--- src/fci_defines.vh ---
// constants shared by the flash image checksum engine
// assumes inclusion by bare name from each design file
`ifndef FCI_DEFINES_VH
`define FCI_DEFINES_VH

// ----------------------------------------------------------------
// widths
// ----------------------------------------------------------------
`define FCI_SUM_W 32
`define FCI_WORD_W 32
`define FCI_BYTE_W 8
`define FCI_FOLD_W 10
`define FCI_FAM_W 2
`define FCI_KIND_W 4

// ----------------------------------------------------------------
// family codes
// ----------------------------------------------------------------
`define FCI_FAM_LEGACY 2'h0
`define FCI_FAM_MOTOR 2'h1
`define FCI_FAM_PANEL 2'h2
`define FCI_FAM_PANEL_OLD 2'h3

// ----------------------------------------------------------------
// register word kinds
// ----------------------------------------------------------------
`define FCI_KIND_CFG0 4'h0
`define FCI_KIND_CFG4 4'h4
`define FCI_KIND_IDENT 4'h5
`define FCI_KIND_PROTECT 4'h6
`define FCI_KIND_USER 4'h7
`define FCI_KIND_BOOTCFG 4'h8
`define FCI_LAST_CFG_OLD 4'h3
`define FCI_LAST_CFG_NEW 4'h4

// ----------------------------------------------------------------
// fixed masks
// ----------------------------------------------------------------
`define FCI_PROTECT_MASK 32'h10000000
`define FCI_USER_MASK 32'h00000FFF
`define FCI_BOOTCFG_MASK 32'h8000000B
`define FCI_ZERO_MASK 32'h00000000

// ----------------------------------------------------------------
// excluded boot flash pages
// ----------------------------------------------------------------
`define FCI_PANEL_TOP 12'h1FC
`define FCI_PANEL_PAGE 8'hFF
`define FCI_MOTOR_PAGE 24'h1FC03F
`define FCI_ADDR_MSB 31
`define FCI_TOP_LSB 20
`define FCI_PAGE_MSB 15
`define FCI_PAGE_LSB 8

// ----------------------------------------------------------------
// results and reset values
// ----------------------------------------------------------------
`define FCI_SUM_RESET 32'h00000000
`define FCI_CHECKSUM_CP 32'h00000000
`define FCI_ONE 32'h00000001

`endif

--- src/fci_word_fold.v ---
// masks one 32-bit register word and folds its four bytes into a sum
// assumes the caller gates valid with its own acceptance condition
`timescale 1ns/1ps
`include "fci_defines.vh"

module fci_word_fold (
  input wire core_clk_i,                   // system clock
  input wire reset_n_i,                    // async reset, active low
  input wire clk_en_i,                     // freezes state while low
  input wire valid_i,                      // word present
  input wire [`FCI_WORD_W-1:0] word_i,     // raw word
  input wire [`FCI_WORD_W-1:0] mask_i,     // mask applied first
  output reg valid_o,                      // folded sum present
  output reg [`FCI_FOLD_W-1:0] sum_o       // sum of masked bytes
);

  wire [`FCI_WORD_W-1:0] masked;
  wire [`FCI_FOLD_W-1:0] part [0:4];

  assign masked = word_i & mask_i;
  assign part[0] = {`FCI_FOLD_W{1'b0}};

  genvar b;
  generate
    for (b = 0; b < `FCI_WORD_W/`FCI_BYTE_W; b = b + 1)
    begin : g_byte
      assign part[b+1] = part[b]
                       + {{(`FCI_FOLD_W-`FCI_BYTE_W){1'b0}}, masked[b*`FCI_BYTE_W +: `FCI_BYTE_W]};
    end
  endgenerate

  always @(posedge core_clk_i or negedge reset_n_i)
  begin
    if (!reset_n_i)
    begin
      valid_o <= 1'b0;
      sum_o <= {`FCI_FOLD_W{1'b0}};
    end
    else if (clk_en_i)
    begin
      valid_o <= valid_i;
      sum_o <= valid_i ? part[4] : {`FCI_FOLD_W{1'b0}};
    end
  end

endmodule // fci_word_fold

--- src/fci_boot_filter.v ---
// sorts flash bytes into program and boot streams, dropping reserved boot pages
// assumes the caller gates valid with its own acceptance condition
`timescale 1ns/1ps
`include "fci_defines.vh"

module fci_boot_filter (
  input wire core_clk_i,                   // system clock
  input wire reset_n_i,                    // async reset, active low
  input wire clk_en_i,                     // freezes state while low
  input wire valid_i,                      // byte present
  input wire boot_i,                       // byte is from boot flash
  input wire [31:0] addr_i,                // physical byte address
  input wire [`FCI_BYTE_W-1:0] data_i,     // byte value
  input wire [`FCI_FAM_W-1:0] family_i,    // family select
  output reg prog_valid_o,                 // program byte to add
  output reg boot_valid_o,                 // boot byte to add
  output reg [`FCI_BYTE_W-1:0] data_o      // byte to add
);

  wire panel_fam;
  wire panel_hit;
  wire motor_hit;
  wire skip;

  assign panel_fam = (family_i == `FCI_FAM_PANEL) || (family_i == `FCI_FAM_PANEL_OLD);
  assign panel_hit = (addr_i[`FCI_ADDR_MSB:`FCI_TOP_LSB] == `FCI_PANEL_TOP)
                  && (addr_i[`FCI_PAGE_MSB:`FCI_PAGE_LSB] == `FCI_PANEL_PAGE);
  assign motor_hit = (addr_i[`FCI_ADDR_MSB:`FCI_PAGE_LSB] == `FCI_MOTOR_PAGE);
  assign skip = (panel_fam && panel_hit)
             || ((family_i == `FCI_FAM_MOTOR) && motor_hit);

  always @(posedge core_clk_i or negedge reset_n_i)
  begin
    if (!reset_n_i)
    begin
      prog_valid_o <= 1'b0;
      boot_valid_o <= 1'b0;
      data_o <= {`FCI_BYTE_W{1'b0}};
    end
    else if (clk_en_i)
    begin
      prog_valid_o <= valid_i && !boot_i;
      boot_valid_o <= valid_i && boot_i && !skip;
      data_o <= data_i;
    end
  end

endmodule // fci_boot_filter

--- src/fci_checksum.v ---
// flash image checksum engine: byte and register-word streams in, checksum out
// assumes a reader on the same clock that streams bytes and words between start and finish
`timescale 1ns/1ps
`include "fci_defines.vh"

// Behaviour
// - keep a 32-bit sum of program, boot, masked ident and config bytes
// - final checksum is the inverted sum plus one
// - each config word is ANDed with its mask before its bytes add
// - ident word is ANDed with its mask before its bytes add
// - config words 0..3 for older families, 0..4 for the newer one
// - dual-panel families drop boot bytes at 0x1FCxFF00..0x1FCxFFFF
// - motor-control family drops boot bytes 0x1FC03F00..0x1FC03FFF
// - motor-control family also adds protect word masked with 0x10000000
// - dual-boot families sum only primary config word copies
// - dual-panel user ident mask 0x0000FFF, boot config mask 0x8000000B
// - while code-protected the reported checksum is zero
module fci_checksum (
  input wire core_clk_i,                       // 20 MHz system clock
  input wire reset_n_i,                        // async reset, active low
  input wire clk_en_i,                         // freezes all state while low
  input wire [`FCI_FAM_W-1:0] family_i,        // family select, held during a run
  input wire code_protect_i,                   // device is code-protected
  input wire start_i,                          // pulse: begin a run
  input wire finish_i,                         // pulse: last data this cycle
  input wire byte_valid_i,                     // flash byte present
  input wire byte_boot_i,                      // byte belongs to boot flash
  input wire [31:0] byte_addr_i,               // physical byte address
  input wire [`FCI_BYTE_W-1:0] byte_data_i,    // flash byte
  input wire word_valid_i,                     // register word present
  input wire [`FCI_KIND_W-1:0] word_kind_i,    // which register word
  input wire word_primary_i,                   // word is the primary copy
  input wire [`FCI_WORD_W-1:0] config_word_i,  // raw register word value
  input wire [`FCI_WORD_W-1:0] word_mask_i,    // family mask for config and ident
  output reg busy_o,                           // run in progress
  output reg checksum_valid_o,                 // pulse: checksum updated
  output reg [`FCI_SUM_W-1:0] checksum_o,      // final checksum
  output reg [`FCI_SUM_W-1:0] program_area_sum_o, // running program byte sum
  output reg [`FCI_SUM_W-1:0] boot_area_sum_o, // running boot byte sum
  output reg [`FCI_SUM_W-1:0] config_term_sum_o // running masked word sum
);

  // ----------------------------------------------------------------
  // state encoding
  // ----------------------------------------------------------------
  localparam [2:0] ST_IDLE = 3'b001;
  localparam [2:0] ST_RUN = 3'b010;
  localparam [2:0] ST_FINAL = 3'b100;

  reg [2:0] state;
  reg [2:0] next_state;
  reg finish_q;

  wire accept;
  wire [`FCI_SUM_W-1:0] total;

  // ----------------------------------------------------------------
  // acceptance window
  // ----------------------------------------------------------------
  // data is taken on the start cycle and in run until finish is seen
  assign accept = start_i || ((state == ST_RUN) && !finish_q);

  // ----------------------------------------------------------------
  // register word selection and masking
  // ----------------------------------------------------------------
  reg word_take;
  reg [`FCI_WORD_W-1:0] word_mask;
  wire panel_fam;
  wire dual_boot;
  wire [`FCI_KIND_W-1:0] last_cfg;

  assign panel_fam = (family_i == `FCI_FAM_PANEL) || (family_i == `FCI_FAM_PANEL_OLD);
  assign dual_boot = panel_fam || (family_i == `FCI_FAM_MOTOR);
  assign last_cfg = (family_i == `FCI_FAM_PANEL) ? `FCI_LAST_CFG_NEW
                                                 : `FCI_LAST_CFG_OLD;

  always @*
  begin
    word_take = 1'b0;
    word_mask = `FCI_ZERO_MASK;
    if (word_kind_i <= `FCI_KIND_CFG4)
    begin
      // config words: range by family, primary copy only in dual-boot families
      word_take = (word_kind_i <= last_cfg)
               && (word_primary_i || !dual_boot);
      word_mask = word_mask_i;
    end
    else
    begin
      case (word_kind_i)
        `FCI_KIND_IDENT:
        begin
          word_take = 1'b1;
          word_mask = word_mask_i;
        end
        `FCI_KIND_PROTECT:
        begin
          word_take = (family_i == `FCI_FAM_MOTOR);
          word_mask = `FCI_PROTECT_MASK;
        end
        `FCI_KIND_USER:
        begin
          word_take = panel_fam && word_primary_i;
          word_mask = `FCI_USER_MASK;
        end
        `FCI_KIND_BOOTCFG:
        begin
          word_take = panel_fam && word_primary_i;
          word_mask = `FCI_BOOTCFG_MASK;
        end
        default:
        begin
          word_take = 1'b0;
          word_mask = `FCI_ZERO_MASK;
        end
      endcase
    end
  end

  // ----------------------------------------------------------------
  // first pipeline stage
  // ----------------------------------------------------------------
  wire fold_valid;
  wire [`FCI_FOLD_W-1:0] fold_sum;
  wire prog_valid;
  wire boot_valid;
  wire [`FCI_BYTE_W-1:0] flash_byte;

  fci_word_fold u_fold (
    .core_clk_i(core_clk_i),
    .reset_n_i(reset_n_i),
    .clk_en_i(clk_en_i),
    .valid_i(word_valid_i && word_take && accept),
    .word_i(config_word_i),
    .mask_i(word_mask),
    .valid_o(fold_valid),
    .sum_o(fold_sum)
  );

  fci_boot_filter u_filter (
    .core_clk_i(core_clk_i),
    .reset_n_i(reset_n_i),
    .clk_en_i(clk_en_i),
    .valid_i(byte_valid_i && accept),
    .boot_i(byte_boot_i),
    .addr_i(byte_addr_i),
    .data_i(byte_data_i),
    .family_i(family_i),
    .prog_valid_o(prog_valid),
    .boot_valid_o(boot_valid),
    .data_o(flash_byte)
  );

  // ----------------------------------------------------------------
  // control state machine
  // ----------------------------------------------------------------
  always @*
  begin
    next_state = state;
    case (state)
      ST_IDLE:
      begin
        if (start_i)
          next_state = ST_RUN;
      end
      ST_RUN:
      begin
        if (start_i)
          next_state = ST_RUN;
        else if (finish_q)
          next_state = ST_FINAL;
      end
      ST_FINAL:
      begin
        if (start_i)
          next_state = ST_RUN;
        else
          next_state = ST_IDLE;
      end
      default:
      begin
        next_state = ST_IDLE;
      end
    endcase
  end

  always @(posedge core_clk_i or negedge reset_n_i)
  begin
    if (!reset_n_i)
    begin
      state <= ST_IDLE;
      finish_q <= 1'b0;
    end
    else if (clk_en_i)
    begin
      state <= next_state;
      finish_q <= finish_i && accept && !start_i;
    end
  end

  // busy follows the state that is being entered
  always @(posedge core_clk_i or negedge reset_n_i)
  begin
    if (!reset_n_i)
      busy_o <= 1'b0;
    else if (clk_en_i)
      busy_o <= (next_state != ST_IDLE);
  end

  // ----------------------------------------------------------------
  // accumulators
  // ----------------------------------------------------------------
  // stage results arrive one cycle after acceptance and add while running
  wire add_en;
  wire [`FCI_SUM_W-1:0] byte_add;
  wire [`FCI_SUM_W-1:0] cfg_add;

  // a start in the same cycle wins over a pending stage result
  assign add_en = (state == ST_RUN) && !start_i;
  assign byte_add = {{(`FCI_SUM_W-`FCI_BYTE_W){1'b0}}, flash_byte};
  assign cfg_add = {{(`FCI_SUM_W-`FCI_FOLD_W){1'b0}}, fold_sum};

  // program flash bytes
  always @(posedge core_clk_i or negedge reset_n_i)
  begin
    if (!reset_n_i)
      program_area_sum_o <= `FCI_SUM_RESET;
    else if (clk_en_i)
    begin
      if (start_i)
        program_area_sum_o <= `FCI_SUM_RESET;
      else if (add_en && prog_valid)
        program_area_sum_o <= program_area_sum_o + byte_add;
    end
  end

  // boot flash bytes that survived the page filter
  always @(posedge core_clk_i or negedge reset_n_i)
  begin
    if (!reset_n_i)
      boot_area_sum_o <= `FCI_SUM_RESET;
    else if (clk_en_i)
    begin
      if (start_i)
        boot_area_sum_o <= `FCI_SUM_RESET;
      else if (add_en && boot_valid)
        boot_area_sum_o <= boot_area_sum_o + byte_add;
    end
  end

  // folded register words
  always @(posedge core_clk_i or negedge reset_n_i)
  begin
    if (!reset_n_i)
      config_term_sum_o <= `FCI_SUM_RESET;
    else if (clk_en_i)
    begin
      if (start_i)
        config_term_sum_o <= `FCI_SUM_RESET;
      else if (add_en && fold_valid)
        config_term_sum_o <= config_term_sum_o + cfg_add;
    end
  end

  // ----------------------------------------------------------------
  // final result
  // ----------------------------------------------------------------
  // three-way add wraps at 32 bits
  assign total = program_area_sum_o + boot_area_sum_o + config_term_sum_o;

  // one-cycle pulse for the single final cycle of a run
  always @(posedge core_clk_i or negedge reset_n_i)
  begin
    if (!reset_n_i)
      checksum_valid_o <= 1'b0;
    else if (clk_en_i)
      checksum_valid_o <= (state == ST_FINAL);
  end

  // result holds until the next run reaches its final cycle
  always @(posedge core_clk_i or negedge reset_n_i)
  begin
    if (!reset_n_i)
      checksum_o <= `FCI_SUM_RESET;
    else if (clk_en_i && (state == ST_FINAL))
    begin
      if (code_protect_i)
        checksum_o <= `FCI_CHECKSUM_CP;
      else
        checksum_o <= ~total + `FCI_ONE;
    end
  end

endmodule // fci_checksum

--- config.mk ---
export PLATFORM = sky130hd
export DESIGN_NAME = fci_checksum
export DESIGN_NICKNAME = d
export VERILOG_FILES = /design/src/fci_word_fold.v /design/src/fci_boot_filter.v /design/src/fci_checksum.v
export VERILOG_INCLUDE_DIRS = /design/src
export SDC_FILE = /design/constraint.sdc
export NUM_CORES = 1
export LEC_CHECK = 0
export CORE_ASPECT_RATIO = 1.25
export CORE_UTILIZATION = 65
export CTS_CLUSTER_DIAMETER = 100
export CTS_CLUSTER_SIZE = 40
export DETAILED_ROUTE_END_ITERATION = 6
export DONT_BUFFER_PORTS = 1
export PLACE_DENSITY = 0.86
export SLEW_MARGIN = 0
export SYNTH_ARGS = -nofsm -noshare
export SYNTH_HDL_FRONTEND = slang
export SYNTH_HIERARCHICAL = 1
export SYNTH_SLANG_ARGS = --single-unit
--- constraint.sdc ---
create_clock -name core_clk_i -period 7.45 [get_ports core_clk_i]
set_input_delay 0.3725 -clock core_clk_i [delete_from_list [all_inputs] [get_ports core_clk_i]]
set_output_delay 0.3725 -clock core_clk_i [all_outputs]
set_load 0.005 [all_outputs]
After elaboration in Yosys (flattened, before gate mapping). Index checks and enable logic that the tools add are counted.

Bitwise gates (word level): 2. Eq/ne operators: 14. Add/subtract/negate cells: 9. Div/mod/pow operators: 0. Multiply operators: 0. Shifts and indexed selects: 0. Muxes and demuxes: 18. Reduce and logical (&&, ||, !) cells: 36. Magnitude comparators: 2.

Operators with widths (count): 32-bit two-way mux (8); 32-bit one-hot mux with 4 select lines (1); 32-bit adder (2); 32-bit by 8-bit adder with 32-bit output (2); 32-bit by 1-bit adder with 32-bit output (second input constant) (1); 32-bit by 10-bit adder with 32-bit output (1); 32-bit bitwise AND (1); 32-bit inverter (1); 24-bit by 21-bit equality test with 1-bit output (second input constant) (1); 10-bit by 8-bit adder with 10-bit output (2); 1-bit logical AND (19); 12-bit by 9-bit equality test with 1-bit output (second input constant) (1); 4-bit by 3-bit equality test with 1-bit output (second input constant) (3); 3-bit two-way mux (4); 10-bit two-way mux (1); 8-bit by 8-bit adder with 9-bit output (1); 3-bit one-hot mux with 3 select lines (1); 8-bit equality test (second input constant) (1); 2-bit AND reduction (3); 2-bit nonzero test (3); 1-bit logical NOT (5); 1-bit logical OR (5); 2-bit equality test (second input constant) (2); 4-bit equality test (second input constant) (1); 11 further kinds (11).

Bits of input ports: 120. Latch bits: 0. ROM bits: 0. RAM bits: 0. Output and inout port bits: 130. Memories: 0. Bits in registers: 155.

Logic depth before layout (Yosys ltp).
Word-level depth: 10. Depth in mapped cells: 16. Mapped depth without buffers: 15.

Cells and area by module. Netlist, hierarchy kept.

Modules (own cells, without submodules): fci_checksum (instances 1, cells an instance 1255, sequential area each 3354.5 µm², area an instance 10930.5 µm²); fci_word_fold (instances 1, cells an instance 152, sequential area each 275.3 µm², area an instance 1350.0 µm²); fci_boot_filter (instances 1, cells an instance 35, sequential area each 250.2 µm², area an instance 464.2 µm²).

Worst setup path before layout. Ideal clock, no wire load.

Path type: input to register. Start: input word_kind_i[1]. End: register u_fold.sum_o[9]. Setup slack: 3580 ps. Cell stages on the path: 16. Library setup time: 120 ps. Required time: 7330 ps. Arrival time: 3750 ps. Cell sequence: clkbuf_1 nand2_1 clkbuf_1 nand2_1 a21oi_1 and2_1 fa_1 inv_1 fa_1 inv_1 ha_1 fa_1 a21o_1 a211oi_1 o21bai_1 a41o_1.

Longest elaborated chain between the ends: 8.

Ends and longest elaborated chain: from (decl) (RTL line fci_checksum.v:31) `` input wire [`FCI_KIND_W-1:0] word_kind_i, ``; 4-bit equality test or 4-bit by 3-bit equality test with 1-bit output (tied branches) (RTL line fci_checksum.v:90) `case (word_kind_i)`; 32-bit one-hot mux with 4 select lines (RTL line fci_checksum.v:90); 32-bit two-way mux * (RTL line fci_checksum.v:81) `` if (word_kind_i <= `FCI_KIND_CFG4) ``; net word_mask[9] (RTL line fci_checksum.v:67) `` reg [`FCI_WORD_W-1:0] word_mask; ``; 32-bit bitwise AND * (RTL line fci_word_fold.v:20) `assign masked = word_i & mask_i;`; 8-bit by 8-bit adder with 9-bit output * (RTL line fci_word_fold.v:27) `assign part[b+1] = part[b]`; 10-bit by 8-bit adder with 10-bit output * (2 in a row) (RTL line fci_word_fold.v:27); 10-bit two-way mux * (RTL line fci_word_fold.v:42) `` sum_o <= valid_i ? part[4] : {`FCI_FOLD_W{1'b0}}; ``; to (signal assigned) (RTL line fci_word_fold.v:37) `` sum_o <= {`FCI_FOLD_W{1'b0}}; ``; to (signal assigned) (RTL line fci_word_fold.v:42); to (decl) (RTL line fci_word_fold.v:14) `` output reg [`FCI_FOLD_W-1:0] sum_o ``.

The timed path passes the listed nets; every way through them passes the cells marked *. A chain may end at the register's enable or synchronous reset.

Worst setup path in the final report.
Start: register config_term_sum_o[7]. End: register checksum_o[25].

Longest elaborated chain between the ends: 4.

Ends and longest elaborated chain: from (decl) (RTL line fci_checksum.v:40) `` output reg [`FCI_SUM_W-1:0] config_term_sum_o ``; from (signal assigned) (RTL line fci_checksum.v:255) `` config_term_sum_o <= `FCI_SUM_RESET; ``; from (signal assigned) (RTL line fci_checksum.v:259) `` config_term_sum_o <= `FCI_SUM_RESET; ``; from (signal assigned) (RTL line fci_checksum.v:261) `config_term_sum_o <= config_term_sum_o + cfg_add;`; 32-bit adder (RTL line fci_checksum.v:269) `assign total = program_area_sum_o + boot_area_sum_o + config_term_sum_o;`; 32-bit inverter (RTL line fci_checksum.v:290) `` checksum_o <= ~total + `FCI_ONE; ``; 32-bit by 1-bit adder with 32-bit output (no source line); 32-bit two-way mux (RTL line fci_checksum.v:287) `if (code_protect_i)`; to (signal assigned) (RTL line fci_checksum.v:284) `` checksum_o <= `FCI_SUM_RESET; ``; to (signal assigned) (RTL line fci_checksum.v:288) `` checksum_o <= `FCI_CHECKSUM_CP; ``; to (signal assigned) (RTL line fci_checksum.v:290); to (decl) (RTL line fci_checksum.v:37) `` output reg [`FCI_SUM_W-1:0] checksum_o, ``.

Every way passes these cells.

==> flow_summary_export.csv <==
group,metric,value,unit
global_routing,use_met2,0.592,
die,die_h,159,µm
synthesis,synth-main-ff-cell,"dfrtp_1",
placed_design,gp_congestion,0.941,
die,die_x,127,µm
synthesis,synth_edf_count,0,
drt,via_per_inst,6.48,
sta,fmax,223,MHz
power,p_leak,6.15,nW
clock_tree,holdBufCountCts,3,
clock_tree,numCtsBuffers,17,
hold_path,hold_class,"input pin to register",
die,core_area,19000,µm²
worst_setup_path,arrival,4.80,ns
global_routing,busiest_layer,"met2",
finish,stdcell_area,13500,µm²
worst_setup_path,critPathMostFrequentCell,"a21oi_1",
global_routing,antenna_found_initial,0,
synthesis,syn_nets,1682,
worst_setup_path,cp_top_family,"compound AO/OA/AOI/OAI gates",
global_routing,use_met1,0.366,
worst_setup_path,critPathLaunchType,"register",
clock_tree,clkSinkCount,155,
worst_setup_path,crit_buf_inv,0,
sta,worst_slew_pin_slew,1.16,ns
worst_setup_path,cp.required,7.77,ns
clock_tree,clockBufferDepth,2,
die,start_util,0.671,
clock_tree,h-tree-depth,4,
sta,rsz0062_at_grt,"false",
sta,hold_viol_final,0,
drt,routedWlPerCell,19.5,µm
finish,layout-drive-gt1-share,0.0611,
sta,holdWs,0.0231,ns
clock_tree,clk_latency,0.44,ns
worst_setup_path,crit_fanout,11,
global_routing,grt_usage,0.329,
clock_tree,cts.clk_slew.worst_paths,0.07,ns
synthesis,seq_area_frac_synth,0.304,
drt,vias,10900,
die,dieArea,20200,µm²
clock_tree,postCtsSetupBuffers,0,
sta,slew_headroom,0.224,
drt,dr.pass1.iters,5,
synthesis,synth_area_leaders,"dfrtp_1, fa_1, ha_1",
drt,drt_iter0_drc,783,
clock_tree,cts_resized,0,
drt,ant_nets,0,
sta,fin_setup_tns,0,ns
synthesis,yosysTopAreaCellShare,0.302,
worst_setup_path,slowest_delay,0.56,ns
drt,drc_errors,0,
finish,syn_to_final_growth,6.12,%
global_routing,grt.overflow.total,0,
global_routing,grt_pass1_wl,51900,µm
run_status,outcome,"finished, final reports clean",
placed_design,io_buffers,0,
synthesis,synthCells,1442,
synthesis,synth_seq_cells,155,
synthesis,async_flop_share,1.00,
sta,finalMaxSlewViolations,0,
sta,skew,0.00962,ns
worst_setup_path,end_kind,"register",
clock_tree,cts-root-buf,"clkbuf_16",
synthesis,syn_area,12700,µm²
sta,min_period,4.49,ns
worst_setup_path,path_cells,"fa_1 -> ha_1 -> a21oi_1 -> o21ai_0 -> a211oi_1 -> xnor2_1 -> a21oi_1 -> nand4bb_1 -> nor3_4 -> a31oi_1 -> a221o_1",
synthesis,synth.distinct_cells,92,
global_routing,grt_max_degree,156,
finish,fillers,1434,
worst_setup_path,path_class,"register to register",
clock_tree,tritoncts,"yes",
placed_design,place_area,12900,µm²
die,num_rows,56,
global_routing,met3_usage,0.0766,
sta,fin_crit_sh,0.603,
run,maxCapViolations,0,
die,io_pins,250,
synthesis,yosys.area.top_type,"dfrtp_1",
global_routing,grt_pass1_vias,10500,
power,peakVddDrop,0.000183,V
placed_design,dp_hpwl,25100,µm
finish,finish.utilization,0.712,
drt,finalWirelength,32900,µm
synthesis,avgSynthCellArea,8.84,µm²
worst_setup_path,crit_path_top_delay_cell,"a211oi_1",
power,p_per_area,157,nW/µm²
sta,finalSetupViolations,0,
finish,nets,1650,
synthesis,ys_warn_count,6,
==> Yosys cell counts, types with 5 or more instances <==
cell type  number
dfrtp_1       154
nand2_1       126
nor2_1        103
a21oi_1       101
inv_1          84
o21ai_0        79
ha_1           69
and2_1         58
xnor2_1        56
fa_1           51
clkbuf_1       46
nand3_1        45
xor2_1         38
a22o_1         29
nor3_1         29
or3_1          27
nand4_1        25
and3_1         21
o211ai_1       20
a21o_1         19
o21bai_1       18
nor3b_1        14
nor4_1         13
a211oi_1       12
o21a_1         12
and4_1         11
or2_2          10
buf_2           9
mux2_2          9
a31oi_1         8
mux2i_1         8
nand2b_1        8
o21ai_1         8
o22ai_1         8
or4_1           7
a31o_2          5
o31ai_1         5
==> cell type report <==
cell class / instances / area (µm²) / area share
multi-input combinational: 1143 / 8300 / 0.614
sequential: 155 / 3880 / 0.287
clock buffer: 18 / 429 / 0.0317
tap: 261 / 327 / 0.0241
inverter: 85 / 319 / 0.0236
clock inverter: 14 / 184 / 0.0136
timing repair buffer: 8 / 85.1 / 0.00629
antenna: 1 / 2.50 / 0.000185
==> kinds of logic (layout without fill, tap and decap cells) <==
logic type      count (synthesis)  count (layout)  share of synthesized area
mux                            17              17                     0.0142
buf+inv                       144             125                     0.0451
other cells                     0               1                          0
fa+ha+maj                     120             120                      0.148
compound gates                385             385                      0.203
xor+xnor                       95              95                     0.0659
flops                         155             155                      0.304
simple gates                  526             526                      0.220
==> sequential cells by signal, indices dropped and copies added, names as in the netlist <==
signal,flops
config_term_sum_o,32
u_fold/sum_o,10
checksum_o,32
finish_q,1
state,3
busy_o,1
u_filter/boot_valid_o,1
program_area_sum_o,32
u_fold/valid_o,1
boot_area_sum_o,32
checksum_valid_o,1
u_filter/data_o,8
u_filter/prog_valid_o,1
==> per-stage QoR <==
step	cells	total power, W	setup slack, ns
finish	1685	0.00212	2.96
global route	1684	0.00220	2.67
CTS	1684	0.00212	3.02
detailed placement	1649	0.00119	3.08
global placement	1649	0.00118	3.16
floorplan	1442	0.00115	3.58
==> metal layers <==
metal,up-vias,part of all wire
li1,5127,-
met3,109,0.072
met5,-,0
met2,442,0.50
met1,5243,0.38
met4,0,0.042
==> cell usage in the layout (no fill, tap or decap), types with 11 or more instances in the layout <==
| cell | Yosys | final |
|---|---|---|
| a21o_1 | 19 | 19 |
| o211ai_1 | 20 | 20 |
| nand2_1 | 126 | 126 |
| nor2_1 | 103 | 102 |
| clkbuf_16 | 0 | 17 |
| ha_1 | 69 | 69 |
| xnor2_1 | 56 | 56 |
| nand3_1 | 45 | 45 |
| and3_1 | 21 | 21 |
| o21a_1 | 12 | 12 |
| o21bai_1 | 18 | 18 |
| a22o_1 | 29 | 29 |
| a21oi_1 | 101 | 101 |
| nor3_1 | 29 | 29 |
| or3_1 | 27 | 27 |
| fa_1 | 51 | 51 |
| a211oi_1 | 12 | 12 |
| and4_1 | 11 | 11 |
| nand4_1 | 25 | 25 |
| nor3b_1 | 14 | 14 |
| xor2_1 | 38 | 38 |
| inv_1 | 84 | 84 |
| nor4_1 | 13 | 13 |
| and2_1 | 58 | 58 |
| o21ai_0 | 79 | 79 |
| dfrtp_1 | 154 | 154 |
==> worst register-to-register path, delay by kind of cell, from the launching register on <==
kind / cells / cell delay, ns
xor+xnor: 1 / 0.25
fa+ha+maj: 2 / 0.93
compound gates: 6 / 1.80
simple gates: 2 / 0.86
flops: 1 / 0.55
==> power by group <==
part / total [W] / switching [W] / internal, W
logic: 0.000309 / 0.000179 / 0.000130
registers: 0.000890 / 0.0000281 / 0.000862
clock network: 0.000924 / 0.000388 / 0.000536
total: 0.00212 / 0.000595 / 0.00153
==> final timing paths <==
kind | startpoint | end | slack (ns) | cells after the start
setup / recovery | config_term_sum_o[7]$_DFFE_PN0P_ | checksum_o[25]$_DFFE_PN0P_ | 2.96 | 11
max in group asynchronous | reset_n_i | config_term_sum_o[23]$_DFFE_PN0P_ | 6.22 | 2
min in group asynchronous | reset_n_i | checksum_o[11]$_DFFE_PN0P_ | 0.56 | 2
setup reg to reg | config_term_sum_o[7]$_DFFE_PN0P_ | checksum_o[25]$_DFFE_PN0P_ | 2.96 | 11
hold / removal | clk_en_i | finish_q$_DFFE_PN0P_ | 0.02 | 1
hold reg to reg | checksum_o[16]$_DFFE_PN0P_ | checksum_o[16]$_DFFE_PN0P_ | 0.50 | 2
No activity file was read; power rests on OpenSTA's default activity.
